==> src/tlb_index_pkg.sv <==
package tlb_index_pkg;
    // ------------------------------------------------------------
    // geometry
    // ------------------------------------------------------------
    localparam int unsigned TLB_ENTRIES   = 16;
    localparam int unsigned IDX_W         = 4;
    localparam logic [3:0]  IDX_TOP       = 4'h0_00F;
    localparam logic [3:0]  IDX_ZERO      = 4'h0_000;

    // ------------------------------------------------------------
    // register map (register numbers of the coprocessor)
    // ------------------------------------------------------------
    localparam logic [4:0]  REG_ENTRY_SELECT    = 5'h0_000;
    localparam logic [4:0]  REG_REPLACE_POINTER = 5'h0_001;
    localparam logic [4:0]  REG_WIRED_COUNT     = 5'h0_006;

    // ------------------------------------------------------------
    // field layout
    // ------------------------------------------------------------
    localparam int unsigned PROBE_FAIL_BIT = 31;
    localparam logic [31:0] WORD_ZERO      = 32'h0000_0000;
    localparam logic [26:0] MID_ZERO       = 27'h000_0000;

    // ------------------------------------------------------------
    // pause generator
    // ------------------------------------------------------------
    localparam logic [7:0]  LFSR_SEED = 8'h0_0A5;
    localparam logic [7:0]  LFSR_TAPS = 8'h0_0B8;

    typedef enum logic [1:0] {
        PTR_RESET,
        PTR_RUN
    } ptr_state_t;
endpackage

==> src/tlb_index_random_regs.sv <==
`timescale 1ns/1ns
// Operation
// RULE_01 - read/write fields return hardware updates and hardware uses software writes
// RULE_02 - read-only fields ignore software writes and return hardware's last value
// RULE_03 - preset read-only fields are loaded at reset; undefined ones change only when documented
// RULE_04 - zero fields are never updated by hardware and read as zero
// RULE_05 - a 32-bit entry select register gives the entry for probe, read, indexed write
// RULE_06 - low index field is read/write and names the indexed read/write entry
// RULE_07 - top bit set by hardware when last probe found no match; read-only
// RULE_08 - unused bits of both registers read as zero; software writes zero
// RULE_09 - software must not write an index at or above the entry count
// RULE_10 - field widths cover ceiling log2 of the entry count
// RULE_11 - replacement pointer low field is read-only and feeds the random write
// RULE_12 - replacement pointer never goes below the wired count
// RULE_13 - replacement pointer upper bound is entry count minus one
// RULE_14 - pointer decrements nearly every clock, wrapping from wired count to top
// RULE_15 - a shift register pseudo-randomly suppresses some decrements
// RULE_16 - pointer reloads to top on reset and on each wired count write
// RULE_17 - registers read as reserved zero when a fixed mapping unit is fitted
// RULE_18 - a separate wired count register holds the entries kept from replacement
// RULE_19 - a wired count write wins over a coincident decrement
module tlb_index_random_regs (
    input  wire logic        mclk_in,
    input  wire logic        reset_in,
    input  wire logic        fixed_mapping_unit_in,
    input  wire logic [4:0]  reg_addr_in,
    input  wire logic        reg_wr_in,
    input  wire logic [31:0] reg_wdata_in,
    output logic [31:0]      reg_rdata_out,
    input  wire logic        tlb_probe_done_in,
    input  wire logic        tlb_probe_hit_in,
    input  wire logic [3:0]  tlb_probe_index_in,
    output logic [3:0]       entry_index_out,
    output logic [3:0]       replace_index_out,
    output logic [3:0]       wired_count_out
);
    // ------------------------------------------------------------
    // state
    // ------------------------------------------------------------
    logic [3:0]               index_q;
    logic [3:0]               index_d;
    logic                     probe_fail_q;
    logic                     probe_fail_d;
    logic [3:0]               ptr_q;
    logic [3:0]               ptr_d;
    tlb_index_pkg::ptr_state_t state_q;
    tlb_index_pkg::ptr_state_t state_d;
    logic [31:0]              rdata_d;

    logic                     pause;
    logic [3:0]               wired;
    logic                     wired_written;

    // ------------------------------------------------------------
    // decode
    // ------------------------------------------------------------
    function automatic logic hit(input logic [4:0] addr, input logic [4:0] reg_no);
        hit = (addr == reg_no);
    endfunction

    logic tlb_present;
    logic wr_select;
    logic wr_wired;

    // RULE_17 reserved when fixed
    assign tlb_present = ~fixed_mapping_unit_in;
    assign wr_select   = reg_wr_in & tlb_present & hit(reg_addr_in, tlb_index_pkg::REG_ENTRY_SELECT);
    // RULE_02 pointer writes ignored
    assign wr_wired    = reg_wr_in & tlb_present & hit(reg_addr_in, tlb_index_pkg::REG_WIRED_COUNT);

    // ------------------------------------------------------------
    // wired count and pause source
    // ------------------------------------------------------------
    // RULE_18 wired count held
    wired_count_reg u_wired (
        .mclk_in     (mclk_in),
        .reset_in    (reset_in),
        .wr_en_in    (wr_wired),
        .wr_data_in  (reg_wdata_in[3:0]),
        .wired_out   (wired),
        .written_out (wired_written)
    );

    // RULE_15 random pause
    pause_lfsr u_lfsr (
        .mclk_in   (mclk_in),
        .reset_in  (reset_in),
        .pause_out (pause)
    );

    // ------------------------------------------------------------
    // entry select register
    // ------------------------------------------------------------
    // RULE_01 software and probe
    // RULE_06 low index field
    // a probe hit wins over a same-cycle software write
    assign index_d = (tlb_probe_done_in & tlb_probe_hit_in) ? tlb_probe_index_in :
                     wr_select ? reg_wdata_in[3:0] : index_q;

    // RULE_07 probe failure flag
    assign probe_fail_d = tlb_probe_done_in ? ~tlb_probe_hit_in : probe_fail_q;

    // ------------------------------------------------------------
    // replacement pointer
    // ------------------------------------------------------------
    logic       at_floor;
    logic       below_floor;
    logic [3:0] ptr_dec;

    assign at_floor    = (ptr_q == wired);
    // wired above the pointer after a write is covered by the reload
    assign below_floor = (ptr_q < wired);
    assign ptr_dec     = ptr_q - 4'h0_001;

    always_comb begin
        state_d = state_q;
        ptr_d   = ptr_q;
        case (state_q)
            tlb_index_pkg::PTR_RESET: begin
                // RULE_16 reload after reset
                // RULE_13 upper bound
                ptr_d   = tlb_index_pkg::IDX_TOP;
                state_d = tlb_index_pkg::PTR_RUN;
            end
            tlb_index_pkg::PTR_RUN: begin
                if (wired_written | below_floor) begin
                    // RULE_16 reload on wired write
                    // RULE_19 reload wins
                    ptr_d = tlb_index_pkg::IDX_TOP;
                end else if (!pause) begin
                    // RULE_14 decrement and wrap
                    // RULE_12 floor at wired
                    ptr_d = at_floor ? tlb_index_pkg::IDX_TOP : ptr_dec;
                end
            end
            default: begin
                ptr_d   = tlb_index_pkg::IDX_TOP;
                state_d = tlb_index_pkg::PTR_RUN;
            end
        endcase
    end

    // ------------------------------------------------------------
    // read path
    // ------------------------------------------------------------
    logic [31:0] select_word;
    logic [31:0] pointer_word;
    logic [31:0] wired_word;

    // RULE_04 zero fields
    // RULE_08 unused bits zero
    assign select_word  = {probe_fail_q, tlb_index_pkg::MID_ZERO, index_q};
    // RULE_11 read-only pointer
    assign pointer_word = {28'h000_0000, ptr_q};
    assign wired_word   = {28'h000_0000, wired};

    always_comb begin
        rdata_d = tlb_index_pkg::WORD_ZERO;
        if (tlb_present) begin
            if (hit(reg_addr_in, tlb_index_pkg::REG_ENTRY_SELECT)) begin
                rdata_d = select_word;
            end else if (hit(reg_addr_in, tlb_index_pkg::REG_REPLACE_POINTER)) begin
                rdata_d = pointer_word;
            end else if (hit(reg_addr_in, tlb_index_pkg::REG_WIRED_COUNT)) begin
                rdata_d = wired_word;
            end
        end
    end

    // ------------------------------------------------------------
    // flops
    // ------------------------------------------------------------
    // RULE_03 preset pointer at reset
    always_ff @(posedge mclk_in) begin
        if (reset_in) begin
            state_q       <= tlb_index_pkg::PTR_RESET;
            ptr_q         <= tlb_index_pkg::IDX_TOP;
            index_q       <= tlb_index_pkg::IDX_ZERO;
            probe_fail_q  <= 1'b0;
            reg_rdata_out <= tlb_index_pkg::WORD_ZERO;
        end else begin
            state_q       <= state_d;
            ptr_q         <= ptr_d;
            index_q       <= index_d;
            probe_fail_q  <= probe_fail_d;
            reg_rdata_out <= rdata_d;
        end
    end

    // RULE_05 entry to the array
    // RULE_10 four bits for sixteen
    always_ff @(posedge mclk_in) begin
        if (reset_in) begin
            entry_index_out   <= tlb_index_pkg::IDX_ZERO;
            replace_index_out <= tlb_index_pkg::IDX_TOP;
            wired_count_out   <= tlb_index_pkg::IDX_ZERO;
        end else begin
            entry_index_out   <= index_d;
            replace_index_out <= ptr_d;
            wired_count_out   <= wired;
        end
    end
endmodule

==> src/pause_lfsr.sv <==
`timescale 1ns/1ns
// galois shift register; a high out bit holds the pointer for one clock
module pause_lfsr (
    input  wire logic mclk_in,
    input  wire logic reset_in,
    output logic      pause_out
);
    logic [7:0] lfsr_q;
    logic [7:0] lfsr_d;

    assign lfsr_d = lfsr_q[0] ? ((lfsr_q >> 1) ^ tlb_index_pkg::LFSR_TAPS) : (lfsr_q >> 1);

    always_ff @(posedge mclk_in) begin
        if (reset_in) begin
            lfsr_q    <= tlb_index_pkg::LFSR_SEED;
            pause_out <= 1'b0;
        end else begin
            lfsr_q    <= lfsr_d;
            // pause about one clock in four so the sequence stays mostly decrementing
            pause_out <= lfsr_q[0] & lfsr_q[3];
        end
    end
endmodule

==> src/wired_count_reg.sv <==
`timescale 1ns/1ns
// wired-entry count with a one-clock write strobe for the pointer reload
module wired_count_reg (
    input  wire logic       mclk_in,
    input  wire logic       reset_in,
    input  wire logic       wr_en_in,
    input  wire logic [3:0] wr_data_in,
    output logic [3:0]      wired_out,
    output logic            written_out
);
    always_ff @(posedge mclk_in) begin
        if (reset_in) begin
            wired_out   <= tlb_index_pkg::IDX_ZERO;
            written_out <= 1'b0;
        end else begin
            written_out <= wr_en_in;
            if (wr_en_in) begin
                wired_out <= wr_data_in;
            end
        end
    end
endmodule

==> config.mk <==
export PLATFORM = sky130hd
export DESIGN_NAME = tlb_index_random_regs
export DESIGN_NICKNAME = d
export VERILOG_FILES = /design/src/tlb_index_pkg.sv /design/src/tlb_index_random_regs.sv /design/src/pause_lfsr.sv /design/src/wired_count_reg.sv
export SDC_FILE = /design/constraint.sdc
export NUM_CORES = 1
export LEC_CHECK = 0
export ABC_CLOCK_PERIOD_IN_PS = 1600
export BUFFER_PORTS_ARGS = -buffer_cell sky130_fd_sc_hd__clkbuf_2
export CAP_MARGIN = 5
export CELL_PAD_IN_SITES_DETAIL_PLACEMENT = 1
export CELL_PAD_IN_SITES_GLOBAL_PLACEMENT = 1
export CORE_MARGIN = 3
export CORE_UTILIZATION = 31
export DETAILED_ROUTE_END_ITERATION = 12
export PLACE_DENSITY = 0.75
export SLEW_MARGIN = 20
export SYNTH_ARGS = -nofsm -noshare
export SYNTH_HDL_FRONTEND = slang
export SYNTH_SLANG_ARGS = --single-unit
==> constraint.sdc <==
create_clock -name mclk_in -period 1.6 [get_ports mclk_in]
set_input_delay 0.32 -clock mclk_in [delete_from_list [all_inputs] [get_ports mclk_in]]
set_output_delay 0.32 -clock mclk_in [all_outputs]
set_load 0.02 [all_outputs]
---- After elaboration in Yosys (flattened, before gate mapping) ----
Index checks and enable logic that the tools add are counted.
storage, ports and cells
  register bits after elaboration ......... 60
  bits of input ports ..................... 47
operators by class
  $add $sub $neg .......................... 1
  magnitude comparators ................... 1
  eq/ne operators ......................... 3
  muxes and demuxes ....................... 7
  bitwise logic cells ..................... 10
  reductions and logical operators ........ 5
operators by type and width
  kind                                                 number
  two-way mux 32 bit                                   1
  two-way mux 4 bit                                    5
  two-way mux 8 bit                                    1
  bitwise AND 1 bit                                    5
  equality test 5 x 1 -> 1 bit, second input constant  1
  equality test 5 x 3 -> 1 bit, second input constant  1
  logical NOT 5 bit                                    1
  equality test 4 bit                                  1
  less-than comparator 4 bit                           1
  NOT 3 -> 4 bit                                       1
  OR reduction 4 bit                                   1
  subtractor 4 x 1 -> 4 bit, second input constant     1
  NOT 1 bit                                            3
  OR reduction 3 bit                                   1
  nonzero test 2 bit                                   1
  OR reduction 2 bit                                   1
  OR 1 bit                                             1

---- Logic depth before layout (Yosys ltp) ----
  depth in word-level cells ............... 5
  mapped depth ............................ 5

---- Modules after synthesis ----
From an unflattened synthesis, not the netlist that was laid out.
second synthesis, totals
  cells, all modules ...................... 158
  area, all modules ....................... 1,557.7 µm²
modules (own cells, without submodules)
  module                 times used  cells each  area each (µm²)  seq. area each (µm²)
  tlb_index_random_regs  1           121         1,126.1          380.4
  pause_lfsr             1           22          259.0            180.2
  wired_count_reg        1           15          172.7            100.1

---- Worst setup path after synthesis ----
OpenSTA, ideal clock, no wires.
  kind .................................... input to register
  start ................................... input reg_addr_in[4]
  end ..................................... register entry_index_out[1]
  library setup time ...................... 0.079 ns
  arrival ................................. 1.267 ns
  data required time ...................... 1.521 ns
  slack ................................... 0.253 ns
  stages .................................. 3
  path buffers ............................ 0
  cells stage by stage .................... or4b_4 o211a_1 a211oi_2
on the way
  word-level cells in the longest chain between the ends .. 3
RTL lines
  element                              RTL line                      RTL
  from (decl)                          tlb_index_random_regs.sv:26   input wire logic [4:0] reg_addr_in,
  logical NOT 5 bit                    tlb_index_random_regs.sv:58   hit = (addr == reg_no);
  bitwise AND 1 bit                    tlb_index_random_regs.sv:67   assign wr_select = reg_wr_in & tlb_present & hit(reg_addr_in, tlb_index_pkg::REG_ENTRY_SELECT);
  nonzero test 2 bit (no source line)  --
  to (signal assigned)                 tlb_index_random_regs.sv:194  entry_index_out <= tlb_index_pkg::IDX_ZERO;
  to (signal assigned)                 tlb_index_random_regs.sv:198  entry_index_out <= index_d;
  to (decl)                            tlb_index_random_regs.sv:33   output logic [3:0] entry_index_out,
No other way between the ends.
A chain may end at the register's enable or synchronous reset.

==> results_dict.tcl <==
set metrics [dict create \
    min_path_type "in -> reg" \
    syn_area_per_cell_um2 10.1 \
    slew_headroom_pct 67.0 \
    crit_slowest_cell "dfxtp_1" \
    htreeDepth 2 \
    hold_depth 3 \
    clkSinkCount 33 \
    rsz0062_at_grt "no" \
    rows 25 \
    synth.distinct_cells 35 \
    period_minus_slack_ns 1.37 \
    antenna_found_initial 0 \
    numCtsBuffers 5 \
    seqPwrFrac_pct 50.6 \
    start_util_pct 33.1 \
    p_leak_nw 0.868 \
    drv_slew 0 \
    gp_congestion 0.757 \
    dp_hpwl_um 2740 \
    arrival_ns 1.57 \
    peakVddDrop_v 0.000389 \
    clk_latency_ns 0.28 \
    status "completed" \
    gr-total-overflow 0 \
    worst_pin_slew_ns 0.482 \
    nFillCells 579 \
    vias 1186 \
    hold_viol 0 \
    critPathMaxFanout 5 \
    worstPathRequired_ns 1.80 \
    yosys_warnings 0 \
    wl_per_cell_um 12.9 \
    boundaryPins 91 \
    final_layout_size_suffix_gt1_share_pct 27.5 \
    final_cell_mix "clkbuf_2 (35), dfxtp_1 (33), conb_1 (27)" \
    dp_cells 260 \
    endpoint_kind "flip-flop" \
    netlist_area_mm2 0.00161 \
    skew_ns 0.00474 \
    critPathMaxStageDelay_ns 0.42 \
    cp_cell_sequence "ha_1 -> nor2b_1 -> o211a_1 -> o211ai_1" \
    cts_resized 0 \
    yosysSeqAreaShare_pct 41.2 \
    first_iter_violations 31 \
    vias_per_cell 4.44 \
    postCtsSetupBuffers 0 \
    holdBufCountCts 0 \
    grt_max_degree 27 \
    clock.fmax_ghz 0.731 \
    die_h_um 78.0 \
    setup_tns_ns 0 \
    globalRouteTotalUtil_pct 11.8 \
    clkTransAtPathRegs_ns 0.06 \
    layout_commonest_cell "clkbuf_2" \
    route.detailed.drc 0 \
    netSwitchingFraction_pct 26.5 \
    synthCells 159 \
    wirelength_um 3430 \
    reg2regPathDepth 4 \
    min_period_over_period_pct 85.5 \
    power_density_mw_per_mm2 936 \
    cts_tree "built" \
    io_buffers 35 \
    criticalPathCategory "reg -> reg" \
    clkPwrFrac_pct 35.9 \
    synth-seq-cells 33 \
    setup_violations 0 \
    cts_buffer_depth 2 \
    p_switching_mw 0.460 \
    comb_power_share_pct 13.5 \
    cts_root_buf "clkbuf_8" \
    coreArea_mm2 0.00485 \
    p_int_mw 1.28 \
    die_w_um 78.0 \
    syn_to_final_growth_pct 15.8 \
    critPathLaunchType "flip-flop" \
    postRouteAntennaNets 0 \
    drt_pass1_iterations 4 \
    grt_pass1_wl_um 5470 \
    final_nets 252 \
    drv_cap 0 \
    n_antenna_cell 0 \
    final_cells 267 \
    grt_pass1_vias 1167 \
    die_area_mm2 0.00608 \
]
## synth_stat cells
| cell type | count | area share, % |
|---|---|---|
| dfxtp_1 | 33 | 41 |
| buf_4 | 27 | 13 |
| inv_1 | 9 | 2.1 |
| nor2b_1 | 9 | 3.5 |
| nor2_1 | 8 | 1.9 |
| ha_1 | 5 | 3.9 |
| o211a_1 | 5 | 3.1 |
| o211ai_1 | 5 | 2.3 |
| xnor2_1 | 5 | 2.7 |
| a2111oi_0 | 4 | 2.2 |
| a32oi_1 | 4 | 2.2 |
| mux2_1 | 4 | 2.8 |
| mux2i_1 | 4 | 2.5 |
| nand2b_1 | 4 | 1.6 |
| a211oi_2 | 3 | 2.3 |
| clkbuf_1 | 3 | 0.70 |
| nand2_1 | 3 | 0.70 |
| or2_1 | 3 | 1.2 |
| a21o_1 | 2 | 0.94 |
| and2_1 | 2 | 0.78 |
| and3_1 | 2 | 0.78 |
| nor3_2 | 2 | 1.2 |
| and4b_1 | 1 | 0.62 |
| buf_2 | 1 | 0.31 |
| conb_1 | 1 | 0.23 |
| inv_2 | 1 | 0.23 |
| mux2_2 | 1 | 0.70 |
| nand4_1 | 1 | 0.39 |
| nor4_1 | 1 | 0.39 |
| nor4_2 | 1 | 0.78 |
| o21ai_0 | 1 | 0.31 |
| o21ai_4 | 1 | 1.0 |
| or3_1 | 1 | 0.39 |
| or4b_4 | 1 | 0.86 |
| xor2_1 | 1 | 0.55 |
## logic make-up (layout without fill, tap and decap cells)
| kind of cell | after synthesis | in the layout | share of synthesized area [%] |
|---|---|---|---|
| and+or+nand+nor | 39 | 39 | 15.0 |
| other | 1 | 27 | 0.234 |
| xor gates and xnor gates | 6 | 6 | 3.27 |
| buffers and inverters | 41 | 56 | 16.0 |
| DFF | 33 | 33 | 41.2 |
| adders and majority gates | 5 | 5 | 3.90 |
| muxes | 9 | 9 | 6.00 |
| AOI/OAI and AO/OA | 25 | 25 | 14.4 |
## final cells by class
| class | count | area, um2 | area share, % |
|---|---|---|---|
| clock buffers | 7 | 86.3 | 4.64 |
| flip-flops and latches | 33 | 661 | 35.5 |
| repair buffers | 39 | 205 | 11.0 |
| multi-input cells | 111 | 786 | 42.3 |
| inverters | 10 | 37.5 | 2.02 |
| well taps | 67 | 83.8 | 4.51 |
## state kept, by name, indices dropped and copies added, names as in the netlist
register,cells
entry_index_out,4
probe_fail_q,1
reg_rdata_out,5
replace_index_out,4
state_q,1
u_lfsr.lfsr_q,8
u_lfsr.pause_out,1
u_wired.wired_out,4
u_wired.written_out,1
wired_count_out,4
## critical path: cells and delay by family (launching register included)
kind | cells | cell delay, ns
simple gates | 1 | 0.14
fa+ha+maj | 1 | 0.27
flops | 1 | 0.42
compound gates | 2 | 0.46
## through the flow
stage | hold slack [ns] | area (um2) | power (mW) | setup slack (ns) | utilization (%)
3_3_place_gp | 0.387 | 1770 | 1.13 | 0.0469 | 36.6
5_1_grt | 0.365 | 1860 | 1.83 | 0.150 | 38.3
3_5_place_dp | 0.395 | 1770 | 1.13 | 0.0296 | 36.6
6_report | 0.308 | 1860 | 1.74 | 0.232 | 38.3
4_1_cts | 0.313 | 1860 | 1.76 | 0.191 | 38.3
2_1_floorplan | 0.383 | 1700 | 1.11 | 0.253 | -
## path summary, 6_finish.rpt
| path | startpoint | endpoint | slack (ns) |
|---|---|---|---|
| worst max-delay path | replace_index_out[1] | replace_index_out[3] | 0.23 |
| worst min-delay path | tlb_probe_done_in | probe_fail_q | 0.31 |
| worst max register to register | replace_index_out[1] | replace_index_out[3] | 0.23 |
| worst min register to register | u_lfsr.lfsr_q[1] | u_lfsr.lfsr_q[0] | 0.41 |
## power by group through the flow
stage               clock network [mW]  logic [mW]  registers (mW)
detailed placement                   0       0.234           0.899
floorplan                            0       0.202           0.905
finish                           0.625       0.234           0.880
global placement                     0       0.229           0.897
CTS                              0.648       0.236           0.880
global route                     0.686       0.258           0.884
## routing by layer
layer	vias to the layer above	GRT usage [%]	share of wire [%]
li1	578	-	-
met1	566	14.1	43
met2	35	19.3	49
met3	7	3.94	6.7
met4	0	4.72	1.5
met5	-	0	0
No activity file was read; power rests on OpenSTA's default activity.
